==> src/logic/fsl_pkg.sv <==
// Purpose: constants and types of the fault supervisor latch
// Assumes: 125 MHz clock, 16-bit registers at byte address 4*index
// Notes: deglitch minimums round up to whole cycles
`default_nettype none
package fsl_pkg;
    localparam int CLK_PERIOD_NS = 8;
    localparam int OTS_DGL_NS = 2000;
    localparam int UVOV_DGL_NS = 3500;
    localparam int CP_DGL_NS = 4000;
    localparam int OTS_DGL_CYC = (OTS_DGL_NS + CLK_PERIOD_NS - 1) / CLK_PERIOD_NS;
    localparam int UVOV_DGL_CYC = (UVOV_DGL_NS + CLK_PERIOD_NS - 1) / CLK_PERIOD_NS;
    localparam int CP_DGL_CYC = (CP_DGL_NS + CLK_PERIOD_NS - 1) / CLK_PERIOD_NS;
    localparam int AR_PERIOD_MS = 64;
    localparam int AR_PERIOD_CYC = AR_PERIOD_MS * 1000000 / CLK_PERIOD_NS;
    localparam int DGL_W = 10;
    localparam int DW = 16;
    localparam int AW = 8;
    // register indexes, byte address is four times the index
    localparam logic [5:0] REG_QUICK_STATUS = 6'h01;
    localparam logic [5:0] REG_CH_FIRST = 6'h02;
    localparam logic [5:0] REG_DEV_STATUS = 6'h07;
    localparam logic [5:0] REG_OUT_CTRL = 6'h08;
    localparam logic [5:0] REG_IRQ_STATUS = 6'h09;
    localparam logic [5:0] REG_IRQ_MASK = 6'h0a;
    // field positions
    localparam int CH_ON_BIT = 0;
    localparam int CH_OTS_BIT = 0;
    localparam int QS_CPF_BIT = 8;
    localparam int DS_UVF_BIT = 0;
    localparam int DS_OVF_BIT = 1;
    localparam int DSF_BIT = 15;
    localparam int IRQ_UV_BIT = 8;
    localparam int IRQ_OV_BIT = 9;
    localparam int IRQ_CP_BIT = 10;
    localparam logic [DW-1:0] IRQ_MASK_RST = 16'h0000;
    localparam logic [DW-1:0] RDATA_RST = 16'h0000;
    typedef struct packed {
        logic uv;
        logic ov;
        logic cp_bad;
    } fsl_supply_s;
endpackage
`default_nettype wire

==> src/logic/fsl_fault_supervisor.sv <==
// Purpose: deglitch, shutdown, latched flags and restart of supply and thermal faults
// Assumes: inputs synchronous to clk_i; raw fault inputs high while condition present
// Notes: channel control writes and channel status reads share indexes 2..6
//
// Implementation choices: strobed register access and the register addresses.
`timescale 1ns/1ps
`default_nettype none
module fsl_fault_supervisor
    import fsl_pkg::*;
#(
    parameter int N_CH = 5,
    parameter int AR_CYC = AR_PERIOD_CYC
) (
    input wire logic clk_i,
    input wire logic rst_i,
    input wire logic [AW-1:0] addr_i,
    input wire logic [DW-1:0] wdata_i,
    input wire logic we_i,
    input wire logic re_i,
    output logic [DW-1:0] rdata_o,
    input wire logic [N_CH-1:0] ot_raw_i,
    input wire fsl_supply_s supply_i,
    input wire logic fail_mode_i,
    input wire logic mode_trans_i,
    output logic [N_CH-1:0] out_en_o,
    output logic [N_CH-1:0] inrush_start_o,
    output logic irq_o
);
    localparam int NF = N_CH + 3;
    localparam int UV = N_CH;
    localparam int OV = N_CH + 1;
    localparam int CP = N_CH + 2;
    localparam int ARW = $clog2(AR_CYC + 1);

    function automatic logic reg_hit(input logic [AW-1:0] a, input logic [5:0] idx);
        return (a[1:0] == 2'h0) && (a[7:2] == idx);
    endfunction

    function automatic logic [DGL_W-1:0] dgl_limit(input int g);
        if (g < N_CH) begin
            return DGL_W'(OTS_DGL_CYC - 1);
        end else if (g == CP) begin
            return DGL_W'(CP_DGL_CYC - 1);
        end
        return DGL_W'(UVOV_DGL_CYC - 1);
    endfunction

    // ****************************************
    // deglitch filters
    // ****************************************
    logic [NF-1:0] raw;
    logic [NF-1:0] flt_q;
    logic [NF-1:0] flt_set;
    logic [DGL_W-1:0] cnt_q [NF];

    assign raw = {supply_i.cp_bad, supply_i.ov, supply_i.uv, ot_raw_i};

    for (genvar g = 0; g < NF; g++) begin : g_dgl
        assign flt_set[g] = raw[g] && (cnt_q[g] == dgl_limit(g)) && !flt_q[g];
        always_ff @(posedge clk_i or posedge rst_i) begin
            if (rst_i) begin
                cnt_q[g] <= '0;
                flt_q[g] <= 1'b0;
            end else if (!raw[g]) begin
                // any drop restarts the count; glitches never latch
                cnt_q[g] <= '0;
                flt_q[g] <= 1'b0;
            end else if (cnt_q[g] == dgl_limit(g)) begin
                flt_q[g] <= 1'b1;
            end else begin
                cnt_q[g] <= cnt_q[g] + 1'b1;
            end
        end
    end

    // ****************************************
    // register decode
    // ****************************************
    logic [N_CH-1:0] rd_ch;
    logic [N_CH-1:0] wr_on;
    logic [N_CH-1:0] on_cmd_q;
    logic rd_quick;
    logic rd_dev;

    assign rd_quick = re_i && reg_hit(addr_i, REG_QUICK_STATUS);
    assign rd_dev = re_i && reg_hit(addr_i, REG_DEV_STATUS);

    for (genvar i = 0; i < N_CH; i++) begin : g_dec
        logic hit_ch;
        logic hit_out;
        assign hit_ch = reg_hit(addr_i, 6'(REG_CH_FIRST + 6'(i)));
        assign hit_out = reg_hit(addr_i, REG_OUT_CTRL);
        assign rd_ch[i] = re_i && hit_ch;
        assign wr_on[i] = we_i && ((hit_ch && wdata_i[CH_ON_BIT]) || (hit_out && wdata_i[i]));
        always_ff @(posedge clk_i or posedge rst_i) begin
            if (rst_i) begin
                on_cmd_q[i] <= 1'b0;
            end else if (we_i && hit_ch) begin
                on_cmd_q[i] <= wdata_i[CH_ON_BIT];
            end else if (we_i && hit_out) begin
                on_cmd_q[i] <= wdata_i[i];
            end
        end
    end

    // ****************************************
    // autorestart timer, fail mode only
    // ****************************************
    logic [N_CH-1:0] uv_blk_q;
    logic [ARW-1:0] ar_cnt_q;
    logic ar_fire;

    assign ar_fire = fail_mode_i && (|uv_blk_q) && (ar_cnt_q == ARW'(AR_CYC - 1));

    always_ff @(posedge clk_i or posedge rst_i) begin
        if (rst_i) begin
            ar_cnt_q <= '0;
        end else if (!fail_mode_i || !(|uv_blk_q) || ar_fire) begin
            ar_cnt_q <= '0;
        end else begin
            ar_cnt_q <= ar_cnt_q + 1'b1;
        end
    end

    // ****************************************
    // shutdown latches and outputs
    // ****************************************
    logic [N_CH-1:0] ot_blk_q;
    logic [N_CH-1:0] out_d;
    logic [N_CH-1:0] out_q;
    logic [N_CH-1:0] inrush_q;

    for (genvar i = 0; i < N_CH; i++) begin : g_out
        always_ff @(posedge clk_i or posedge rst_i) begin
            if (rst_i) begin
                ot_blk_q[i] <= 1'b0;
            end else if (flt_set[i]) begin
                ot_blk_q[i] <= 1'b1;
            end else if (!fail_mode_i && wr_on[i] && !ot_raw_i[i]) begin
                ot_blk_q[i] <= 1'b0;
            end else if (mode_trans_i && !ot_raw_i[i]) begin
                ot_blk_q[i] <= 1'b0;
            end
        end
        always_ff @(posedge clk_i or posedge rst_i) begin
            if (rst_i) begin
                uv_blk_q[i] <= 1'b0;
            end else if (flt_set[UV]) begin
                uv_blk_q[i] <= 1'b1;
            end else if (!fail_mode_i && wr_on[i] && !supply_i.uv) begin
                uv_blk_q[i] <= 1'b0;
            end else if (ar_fire && !supply_i.uv) begin
                uv_blk_q[i] <= 1'b0;
            end
        end
    end

    // raw pump state gates until the first good sample; the filter is too slow at power-up
    logic cp_ok_q;

    always_ff @(posedge clk_i or posedge rst_i) begin
        if (rst_i) begin
            cp_ok_q <= 1'b0;
        end else if (!supply_i.cp_bad) begin
            cp_ok_q <= 1'b1;
        end
    end

    // pump and overvoltage gate without latching, so a held command resumes
    assign out_d = on_cmd_q & ~ot_blk_q & ~uv_blk_q & ~flt_set[N_CH-1:0]
                 & {N_CH{cp_ok_q && !flt_set[UV] && !flt_q[OV] && !flt_q[CP]
                 && !flt_set[CP]}};

    always_ff @(posedge clk_i or posedge rst_i) begin
        if (rst_i) begin
            out_q <= '0;
            inrush_q <= '0;
        end else begin
            out_q <= out_d;
            inrush_q <= out_d & ~out_q;
        end
    end

    // ****************************************
    // latched diagnosis flags
    // ****************************************
    logic [N_CH-1:0] ots_flag_q;
    logic uvf_q;
    logic ovf_q;
    logic cpf_q;
    logic device_fault_summary;

    assign device_fault_summary = uvf_q || ovf_q || cpf_q;

    for (genvar i = 0; i < N_CH; i++) begin : g_flag
        always_ff @(posedge clk_i or posedge rst_i) begin
            if (rst_i) begin
                ots_flag_q[i] <= 1'b0;
            end else if (flt_set[i]) begin
                ots_flag_q[i] <= 1'b1;
            end else if (rd_ch[i] && !ot_raw_i[i]) begin
                ots_flag_q[i] <= 1'b0;
            end
        end
    end

    // set beats a clearing read in the same cycle
    always_ff @(posedge clk_i or posedge rst_i) begin
        if (rst_i) begin
            uvf_q <= 1'b0;
            ovf_q <= 1'b0;
            cpf_q <= 1'b0;
        end else begin
            uvf_q <= flt_set[UV] || (uvf_q && !(rd_dev && !supply_i.uv));
            ovf_q <= flt_set[OV] || (ovf_q && !(rd_dev && !supply_i.ov));
            cpf_q <= flt_set[CP] || (cpf_q && !(rd_quick && !supply_i.cp_bad));
        end
    end

    // ****************************************
    // interrupt status and mask
    // ****************************************
    logic [DW-1:0] irq_ev;
    logic [DW-1:0] irq_st_q;
    logic [DW-1:0] irq_mask_q;
    logic irq_q;

    always_comb begin
        irq_ev = '0;
        irq_ev[N_CH-1:0] = flt_set[N_CH-1:0];
        irq_ev[IRQ_UV_BIT] = flt_set[UV];
        irq_ev[IRQ_OV_BIT] = flt_set[OV];
        irq_ev[IRQ_CP_BIT] = flt_set[CP];
    end

    always_ff @(posedge clk_i or posedge rst_i) begin
        if (rst_i) begin
            irq_st_q <= '0;
            irq_mask_q <= IRQ_MASK_RST;
            irq_q <= 1'b0;
        end else begin
            if (we_i && reg_hit(addr_i, REG_IRQ_STATUS)) begin
                irq_st_q <= (irq_st_q & ~wdata_i) | irq_ev;
            end else begin
                irq_st_q <= irq_st_q | irq_ev;
            end
            if (we_i && reg_hit(addr_i, REG_IRQ_MASK)) begin
                irq_mask_q <= wdata_i;
            end
            irq_q <= |(irq_st_q & irq_mask_q);
        end
    end

    // ****************************************
    // read data, valid only the cycle after the strobe
    // ****************************************
    logic [DW-1:0] rd_d;
    logic [DW-1:0] rdata_q;

    always_comb begin
        rd_d = '0;
        if (rd_quick) begin
            rd_d[N_CH-1:0] = ots_flag_q;
            rd_d[QS_CPF_BIT] = cpf_q;
            rd_d[DSF_BIT] = device_fault_summary;
        end else if (rd_dev) begin
            rd_d[DS_UVF_BIT] = uvf_q;
            rd_d[DS_OVF_BIT] = ovf_q;
            rd_d[DSF_BIT] = device_fault_summary;
        end else if (re_i && reg_hit(addr_i, REG_OUT_CTRL)) begin
            rd_d[N_CH-1:0] = on_cmd_q;
        end else if (re_i && reg_hit(addr_i, REG_IRQ_STATUS)) begin
            rd_d = irq_st_q;
        end else if (re_i && reg_hit(addr_i, REG_IRQ_MASK)) begin
            rd_d = irq_mask_q;
        end
        for (int i = 0; i < N_CH; i++) begin
            if (rd_ch[i]) begin
                rd_d[CH_OTS_BIT] = ots_flag_q[i];
                rd_d[DSF_BIT] = device_fault_summary;
            end
        end
    end

    always_ff @(posedge clk_i or posedge rst_i) begin
        if (rst_i) begin
            rdata_q <= RDATA_RST;
        end else begin
            rdata_q <= rd_d;
        end
    end

    assign rdata_o = rdata_q;
    assign out_en_o = out_q;
    assign inrush_start_o = inrush_q;
    assign irq_o = irq_q;
endmodule
`default_nettype wire

==> config.mk <==
export PLATFORM = sky130hd
export DESIGN_NAME = fsl_fault_supervisor
export DESIGN_NICKNAME = d
export VERILOG_FILES = /design/src/logic/fsl_pkg.sv /design/src/logic/fsl_fault_supervisor.sv
export SDC_FILE = /design/constraint.sdc
export NUM_CORES = 1
export LEC_CHECK = 0
export BUFFER_PORTS_ARGS = -buffer_cell sky130_fd_sc_hd__buf_2
export CORE_ASPECT_RATIO = 0.7
export CORE_MARGIN = 10
export CORE_UTILIZATION = 36
export DETAILED_ROUTE_END_ITERATION = 16
export SYNTH_ARGS = -nofsm -noshare
export SYNTH_HDL_FRONTEND = slang
export SYNTH_SLANG_ARGS = --single-unit
export TNS_END_PERCENT = 1
==> constraint.sdc <==
create_clock -name clk_i -period 7.12 [get_ports clk_i]
set_input_delay 0.712 -clock clk_i [delete_from_list [all_inputs] [get_ports clk_i]]
set_output_delay 0.712 -clock clk_i [all_outputs]
set_load 0.01 [all_outputs]
==> flow_summary.json, run 1 <==
{
  "status": "complete, no violations",
  "end_kind": "flop",
  "hold_buffers": 0,
  "syn_inst": 884,
  "rsz0062_at_grt": "false",
  "syn_area_um2": 9340,
  "power.leakage_nw": 4.63,
  "fin_setup_tns_ns": 0,
  "critPathKind": "in -> reg",
  "fin_skew_ns": 0.0109,
  "wire_per_inst_um": 16.5,
  "gr-total-overflow": 0,
  "num_vias": 6750,
  "ir_drop_mv": 0.140,
  "clock-root-buffer": "clkbuf_16",
  "finalHoldViolCount": 0,
  "synth.largest_area_cell": "dfrtp_1",
  "htreeDepth": 4,
  "worstMarginPinSlew_ns": 1.07,
  "place_hpwl_um": 14800,
  "syn_avg_cell_area_um2": 10.6,
  "synth_cell_type_count": 72,
  "grt_pass1_vias": 6510,
  "post_cts_resized": 0,
  "rows": 49,
  "cts_tree": "built",
  "io_pins": 65,
  "track_usage": 0.132,
  "post-route-min-period_ns": 2.53,
  "die_w_um": 213,
  "drc": 0,
  "synthFlopType": "dfrtp_1",
  "via_per_inst": 5.27,
  "grt_antenna_before_repair": 0,
  "synth_edf_count": 0,
  "crit_required_ns": 7.50,
  "core_um2": 25600,
  "final_util": 0.411,
  "fmax_mhz": 396,
  "finalMaxSlewViolations": 0,
  "cp_data_arrival_time_ns": 2.91,
  "ys_async_sr_fraction": 1.00,
  "ys_ff_latch": 194,
  "clock_path_buffers": 2,
  "numCtsBuffers": 17,
  "syn_nets": 938,
  "area_growth_pct": 12.7,
  "clkLatencyLatePin_ns": 0.44,
  "start_util": 0.365,
  "firstDrtPassIters": 5,
  "start_kind": "input port",
  "wl_um": 21100,
  "relSlewSlack": 0.283,
  "drv_cap": 0,
  "path_clk_slew_ns": 0.07,
  "grt_pass1_wl_um": 35200,
  "drt_iter0_drc": 541,
  "cts.sinks": 194,
  "power_density_nw_per_um2": 212,
  "nets": 992,
  "synth_top_cell_area_share": 0.520,
  "grt_start_max_net_pins": 130,
  "io_buffers": 64,
  "cp_max_fo": 11,
  "yosys-top-cells-area": "dfrtp_1 52%, nor2_1 3.0%, xor2_1 2.7%",
  "ys_warn_count": 0,
  "post-cts-setup-buffers": 0,
  "setup-violations-final": 0,
  "ant_nets": 0,
  "synth_seq_area_share": 0.520,
  "gp_congestion": 0.835,
  "die-area_um2": 32900,
  "hold_class": "reg -> reg",
  "drive_above_1_share": 0.145,
  "die_y_um": 155,
  "period_share": 0.355,
  "diodes": 0
}
-- routing by layer --
layer,global-route usage,share of wire,up-vias
met5,0,0,-
met4,0.0241,0.0059,0
met3,0.0329,0.038,11
met2,0.191,0.44,90
met1,0.196,0.52,3337
li1,-,-,3312
-- synthesized netlist by cell type, drive strengths merged (8+ instances only) --
| master | instances |
|---|---|
| o21a | 9 |
| mux2i | 13 |
| dfrtp | 194 |
| nor2 | 76 |
| buf | 14 |
| ha | 16 |
| nand2b | 17 |
| mux2 | 18 |
| clkbuf | 17 |
| or3 | 26 |
| nor4 | 19 |
| a21oi | 27 |
| nand2 | 54 |
| a21o | 8 |
| a22o | 14 |
| nor2b | 11 |
| inv | 29 |
| o21ai | 34 |
| nand4 | 15 |
| xnor2 | 27 |
| a21boi | 22 |
| and2 | 21 |
| nor3 | 27 |
| xor2 | 29 |
| nor3b | 8 |
| or4 | 16 |
| nand3 | 34 |
-- final cells by class --
| class | count | area [um2] |
|---|---|---|
| clock inverter | 13 | 115 |
| multi-input combinational | 630 | 4240 |
| clock buffer | 19 | 453 |
| tap | 331 | 414 |
| fill | 2486 | 15100 |
| timing repair buffer | 66 | 335 |
| inverter | 29 | 116 |
| sequential | 194 | 4850 |
-- worst max-delay path, stage by stage --
cell and delay [ns]:
buf_2 0.12, or4_1 0.76, nor4_2 0.98, and2_1 0.23
a221o_1 0.10
-- sequential cells by signal, indices dropped and copies added, names as in the netlist --
name / flops
uvf_q: 1
ovf_q: 1
on_cmd_q: 5
irq_mask_q: 16
ot_blk_q: 5
cpf_q: 1
cp_ok_q: 1
out_en_o: 5
irq_o: 1
ots_flag_q: 5
uv_blk_q: 5
cnt_q: 80
rdata_o: 16
irq_st_q: 16
ar_cnt_q: 23
inrush_start_o: 5
flt_q: 8
-- path summary, 6_finish.rpt --
check / from / endpoint / slack [ns] / cells past startpoint
hold reg to reg: out_en_o[2] / inrush_start_o[2] / 0.44 / 1
setup / recovery: addr_i[7] / rdata_o[8] / 4.60 / 5
min in group asynchronous: rst_i / ar_cnt_q[12] / 0.45 / 2
max in group asynchronous: rst_i / irq_mask_q[3] / 5.28 / 3
setup reg to reg: cnt_q[0] / inrush_start_o[0] / 4.62 / 5
hold / removal: out_en_o[2] / inrush_start_o[2] / 0.44 / 1
-- cell usage in the layout, fill, tap and decap left out, types with 11 or more instances in the layout --
master / n
a21boi_0: 22
a21oi_1: 26
a22o_1: 14
and2_1: 21
buf_2: 64
clkbuf_16: 17
dfrtp_1: 194
ha_1: 16
inv_1: 28
mux2_2: 18
mux2i_1: 13
nand2_1: 54
nand2b_1: 17
nand3_1: 33
nand4_1: 15
nor2_1: 75
nor2b_1: 11
nor3_1: 25
nor4_1: 16
o21ai_0: 34
or3_1: 25
or4_1: 14
xnor2_1: 27
xor2_1: 29
-- metrics by stage --
step                cells  total power, W  worst slack [ns]  hold slack, ns  area [um2]
floorplan             884         0.00127              1.12           0.423        9340
global placement     1250         0.00132              4.17           0.424        9960
detailed placement   1250         0.00132              4.14           0.430        9960
CTS                  1282         0.00226              4.61           0.441       10500
global route         1282         0.00233              4.39           0.441       10500
finish               1282         0.00223              4.60           0.441       10500
-- cells by family after synthesis --
logic type,after synthesis,share of synthesized area
xor gates and xnor gates,56,0.0525
buffers and inverters,60,0.0274
DFF,194,0.520
muxes,31,0.0356
AOI/OAI and AO/OA,167,0.125
and+or+nand+nor,360,0.218
adders and majority gates,16,0.0214
-- where the power goes --
group	switching [W]	internal, W
registers	0.0000285	0.00113
clock network	0.000457	0.000479
logic	0.0000876	0.0000508
total	0.000573	0.00166
Power figures use the tool's default switching activity.
==> run 2, diff against run 1 <==
ABC_AREA = 1   (was default)
clock period = 2.3 ns   (was 7.12 ns; I/O delays follow)
==> flow_summary.json, run 2 <==
{
  "status": "complete, no violations",
  "clock_path_buffers": 2,
  "wire_per_inst_um": 14.9,
  "synth.largest_area_cell": "dfrtp_1",
  "io_pins": 65,
  "yosys-top-cells-area": "dfrtp_1 52%, nand2_1 6.6%, inv_1 6.1%",
  "syn_inst": 1094,
  "syn_area_um2": 9420,
  "fmax_mhz": 532,
  "synth.top_cells.by_count": "194 x dfrtp_1, 166 x nand2_1, 153 x inv_1",
  "relSlewSlack": 0.594,
  "area_growth_pct": 14.7,
  "synthFlopType": "dfrtp_1",
  "synth_cell_type_count": 57,
  "ir_drop_mv": 0.500,
  "nets": 1232,
  "final_cell_mix": "194 x dfrtp_1, 166 x nand2_1, 152 x inv_1, 126 x nor2_1, 69 x a21oi_1",
  "numCtsBuffers": 17,
  "worstMarginPinSlew_ns": 0.609,
  "dp_slack_ns": 0.449,
  "ff2ff_path_depth": 10,
  "wl_um": 22800,
  "place_area_um2": 10100,
  "synth_edf_count": 0,
  "drt_iter0_drc": 639,
  "power.leakage_nw": 5.10,
  "ys_async_sr_fraction": 1.00,
  "via_per_inst": 4.95,
  "switchingPower_w": 0.00180,
  "finalMaxSlewViolations": 0,
  "cts.sinks": 194,
  "post-cts-setup-buffers": 0,
  "cp_max_fo": 16,
  "final_common_cell": "dfrtp_1",
  "path_clk_slew_ns": 0.08,
  "post_cts_resized": 0,
  "rr_startpoint": "ar_cnt_q[0]",
  "clock-root-buffer": "clkbuf_16",
  "hold_buffers": 9,
  "syn_nets": 1148,
  "drc": 0,
  "syn_avg_cell_area_um2": 8.61,
  "grt_start_max_net_pins": 100,
  "die_w_um": 213,
  "grt_pass1_vias": 7261,
  "synth_top_cell_area_share": 0.515,
  "ys_ff_latch": 194,
  "ant_nets": 0,
  "track_usage": 0.143,
  "synth_seq_area_share": 0.515,
  "fin_hold_ws_ns": 0.0625,
  "reg2reg_slack_ns": 0.42,
  "drv_cap": 0,
  "nFillCells": 2578,
  "grt_antenna_before_repair": 1,
  "io_buffers": 64,
  "crit_required_ns": 2.63,
  "die_y_um": 155,
  "fin_ws_ns": 0.422,
  "ys_warn_count": 0,
  "rows": 49,
  "critPathKind": "reg -> reg",
  "place_hpwl_um": 16900,
  "largest_reg_flops": 80,
  "seq_area_um2": 4850,
  "gr-total-overflow": 0,
  "final_util": 0.420,
  "final_area_um2": 10800,
  "die-area_um2": 33100,
  "period_share": 0.817,
  "cp_data_arrival_time_ns": 2.21,
  "post-route-min-period_ns": 1.88,
  "clkPwrFrac": 0.428,
  "cts_tree": "built",
  "end_kind": "flop",
  "power_density_nw_per_um2": 642,
  "core_um2": 25700,
  "drive_above_1_share": 0.138,
  "pwr-share-seq": 0.512,
  "pwr-share-comb": 0.060,
  "multi_input_area_um2": 3890,
  "htreeDepth": 4,
  "hold-path-cell-count": 3,
  "reg_top3": "cnt_q (80), ar_cnt_q (23)",
  "gp_congestion": 0.933,
  "p_int_w": 0.00514,
  "swShare": 0.259,
  "top_register": "cnt_q",
  "rsz0062_at_grt": "false",
  "setup-violations-final": 0,
  "firstDrtPassIters": 5,
  "power.total_w": 0.00694,
  "min_to": "on_cmd_q[0]",
  "hp-start": "wdata_i[0]",
  "grt_pass1_wl_um": 38200,
  "r2r_end": "ar_cnt_q[2]",
  "start_kind": "flop",
  "clkLatencyLatePin_ns": 0.45,
  "start_util": 0.366,
  "hold_class": "in -> reg",
  "fin_skew_ns": 0.0142,
  "finalHoldViolCount": 0,
  "num_vias": 7546,
  "yosysMostFrequentCell": "dfrtp_1"
}
run 2: cell types whose count changed in the layout (fill, tap and decap cells not counted), moves of 19 or more:
cell | before | now
inv_1 | 28 | 152
nand2_1 | 54 | 166
nor2_1 | 75 | 126
a21oi_1 | 26 | 69
nand3_1 | 33 | 64
o21ai_0 | 34 | 64
or3_1 | 25 | 1
a21boi_0 | 22 | 1
and2_1 | 21 | 0
o21ai_1 | 0 | 19
xnor2_1 | 27 | 8
run 2: power by group through the flow:
stage,logic (W),registers [W],clock network [W]
after global placement,0.000402,0.00362,0
after floorplan,0.000266,0.00361,0
after detailed placement,0.000406,0.00362,0
after CTS,0.000421,0.00356,0.00305
after global routing,0.000478,0.00357,0.00319
final,0.000413,0.00356,0.00297
run 2: kinds of logic (layout without fill, tap and decap cells):
kind of cell,count (synthesis),in the layout,share of synthesized area
and+or+nand+nor,480,480,0.246
buffers and inverters,175,272,0.0714
AOI/OAI and AO/OA,201,201,0.119
DFF,194,194,0.515
adders and majority gates,16,16,0.0212
other,0,1,0
xor gates and xnor gates,23,23,0.0214
muxes,5,5,0.00571
run 2: through the flow:
step	TNS, ns	std cells
after floorplan	-84.28	1094
after global placement	0	1481
after detailed placement	0	1481
after CTS	0	1522
after global routing	0	1522
final	0	1523
run 2: layer usage:
layer / vias to the layer above / global-route usage / routed length (um)
li1: 3788 / - / -
met1: 3577 / 0.213 / 11900
met2: 156 / 0.197 / 9350
met3: 25 / 0.0377 / 1260
met4: 0 / 0.0380 / 280
met5: - / 0 / 0
run 2: area by class of cell:
| cell class | count | area share |
|---|---|---|
| diodes | 1 | 0.000231 |
| clock inverters | 15 | 0.0135 |
| multi-input cells | 725 | 0.360 |
| well taps | 331 | 0.0383 |
| flip-flops and latches | 194 | 0.449 |
| repair buffers | 78 | 0.0426 |
| clock buffers | 17 | 0.0394 |
| inverters | 162 | 0.0566 |
run 2: worst max path at each step:
stage	end	depth (start not counted)	from	slack, ns
finish	ar_cnt_q[2]	10	ar_cnt_q[0]	0.42
global route	ar_cnt_q[2]	10	ar_cnt_q[0]	0.25
CTS	ar_cnt_q[2]	10	ar_cnt_q[0]	0.43
detailed placement	ar_cnt_q[2]	10	ar_cnt_q[0]	0.45
global placement	ar_cnt_q[2]	10	ar_cnt_q[0]	0.50
floorplan	ar_cnt_q[0]	1	rst_i	-0.43
run 2: worst max-delay path: stages (launching register included):
cell and delay, ns:
dfrtp_1 0.43, ha_1 0.26, nand4_2 0.17, nor2_4 0.17, inv_2 0.09, nor2_8 0.10, nand3_4 0.09, nand2_4 0.18
inv_2 0.11, o21ai_0 0.09, a21oi_1 0.06
==> run 3, diff against run 2 <==
clock period = 1.89 ns   (was 2.3 ns; I/O delays follow)
==> flow_summary.json, run 3 (synthesis results as in run 2) <==
{
  "firstDrtPassIters": 5,
  "htreeDepth": 4,
  "rsz0062_at_grt": "false",
  "rr_startpoint": "ar_cnt_q[0]",
  "power.leakage_nw": 5.22,
  "path_clk_slew_ns": 0.07,
  "fin_skew_ns": 0.00788,
  "grt_pass1_vias": 7262,
  "cp_max_fo": 7,
  "min_to": "irq_mask_q[10]",
  "period_share": 0.914,
  "finalHoldViolCount": 0,
  "top_register": "cnt_q",
  "die-area_um2": 33100,
  "grt_start_max_net_pins": 29,
  "wl_um": 22400,
  "core_um2": 25700,
  "critPathKind": "reg -> reg",
  "via_per_inst": 4.90,
  "worstMarginPinSlew_ns": 0.673,
  "final_cell_mix": "193 x dfrtp_1, 166 x nand2_1, 152 x inv_1, 126 x nor2_1, 69 x a21oi_1",
  "start_kind": "flop",
  "clock_path_buffers": 2,
  "ir_drop_mv": 0.629,
  "cts.sinks": 194,
  "grt_antenna_before_repair": 1,
  "die_y_um": 155,
  "crit_required_ns": 2.22,
  "setup-violations-final": 0,
  "rows": 49,
  "largest_reg_flops": 80,
  "reg2reg_slack_ns": 0.16,
  "gr-total-overflow": 0,
  "end_kind": "flop",
  "num_vias": 7531,
  "drc": 0,
  "nets": 1247,
  "reg_top3": "cnt_q (80), ar_cnt_q (23)",
  "post-route-min-period_ns": 1.73,
  "cp_data_arrival_time_ns": 2.06,
  "track_usage": 0.142,
  "status": "complete, no violations",
  "fin_setup_tns_ns": 0,
  "hold_class": "in -> reg",
  "ff2ff_path_depth": 10,
  "relSlewSlack": 0.550,
  "r2r_end": "ar_cnt_q[18]",
  "drv_cap": 0,
  "wire_per_inst_um": 14.6,
  "finalMaxSlewViolations": 0,
  "fmax_mhz": 579,
  "hp-start": "wdata_i[10]",
  "numCtsBuffers": 17,
  "area_growth_pct": 17.3,
  "cts_tree": "built",
  "ant_nets": 0,
  "final_common_cell": "dfrtp_1",
  "gp_congestion": 0.918,
  "io_buffers": 64,
  "power_density_nw_per_um2": 782,
  "drt_iter0_drc": 672,
  "place_hpwl_um": 17100,
  "hold-path-cell-count": 3,
  "drive_above_1_share": 0.148,
  "stdcell_count": 1537,
  "placedCellCount": 1493,
  "io_pins": 65,
  "grt_pass1_wl_um": 37800,
  "die_w_um": 213,
  "start_util": 0.366,
  "clkLatencyLatePin_ns": 0.44,
  "clock-root-buffer": "clkbuf_16"
}
-- run 3: cell count changes in the layout (fill, tap and decap cells not counted), sizes merged --
cell	before	now
buf	69	82
bufinv	1	3
clkinv	7	5
dlygate4sd3	9	11
inv	168	167
-- run 3: area by class of cell --
cell class              instances  area [um2]
multi-input cells             725        3900
diodes                          1        2.50
repair buffers                 93         666
fillers                      2548       14700
inverters                     162         612
clock inverters                14         178
clock buffers                  17         425
well taps                     331         414
flip-flops and latches        194        4860
-- run 3: timing repair --
item                                    4_1_cts  5_1_grt
setup buffers                                 0        1
endpoints found under the setup margin        0        9
endpoints found under the hold margin        26        0
hold buffers                                 11        0
resized for setup                             0        2
-- run 3: worst max-delay path by stage --
stage | end | start | cells past startpoint | slack [ns]
finish | ar_cnt_q[18] | ar_cnt_q[0] | 10 | 0.16
global route | ar_cnt_q[2] | ar_cnt_q[0] | 10 | 0.003
CTS | ar_cnt_q[3] | ar_cnt_q[0] | 10 | 0.13
detailed placement | ar_cnt_q[2] | ar_cnt_q[0] | 10 | 0.14
global placement | ar_cnt_q[2] | ar_cnt_q[0] | 10 | 0.16
floorplan | ar_cnt_q[0] | rst_i | 1 | -0.80
-- run 3: worst max-delay path, cell delays in order (launching register included) --
cell	delay, ns
dfrtp_2	0.42
ha_2	0.23
nand4_2	0.15
nor2_4	0.19
inv_2	0.09
nor2_8	0.10
nand3_4	0.09
nand2_4	0.12
inv_2	0.09
o21ai_0	0.08
a21oi_1	0.06
-- run 3: per-layer routing --
| metal | vias up | wire length (um) | track usage |
|---|---|---|---|
| met5 | - | 0 | 0 |
| met4 | 0 | 213 | 0.0347 |
| met3 | 15 | 1110 | 0.0333 |
| met2 | 135 | 9370 | 0.200 |
| met1 | 3573 | 11700 | 0.211 |
| li1 | 3808 | - | - |
-- run 3: power breakdown --
| part | leakage [nW] | internal [W] | switching [W] |
|---|---|---|---|
| combinational | 2.36 | 0.000192 | 0.000357 |
| sequential | 2.56 | 0.00424 | 0.0000870 |
| clock | 0.301 | 0.00210 | 0.00166 |
| total | 5.22 | 0.00654 | 0.00210 |
-- run 3: stage by stage --
step           power [W]  worst slack, ns  instance area [um2]  hold slack (ns)  utilization
3_3_place_gp     0.00494            0.163                10300            0.333        0.401
2_1_floorplan    0.00471           -0.803                 9430            0.276            -
4_1_cts          0.00876            0.131                11000         0.000640        0.429
6_report         0.00864            0.162                11100           0.0289        0.429
5_1_grt          0.00902          0.00339                11000           0.0149        0.429
3_5_place_dp     0.00494            0.142                10300            0.322        0.401
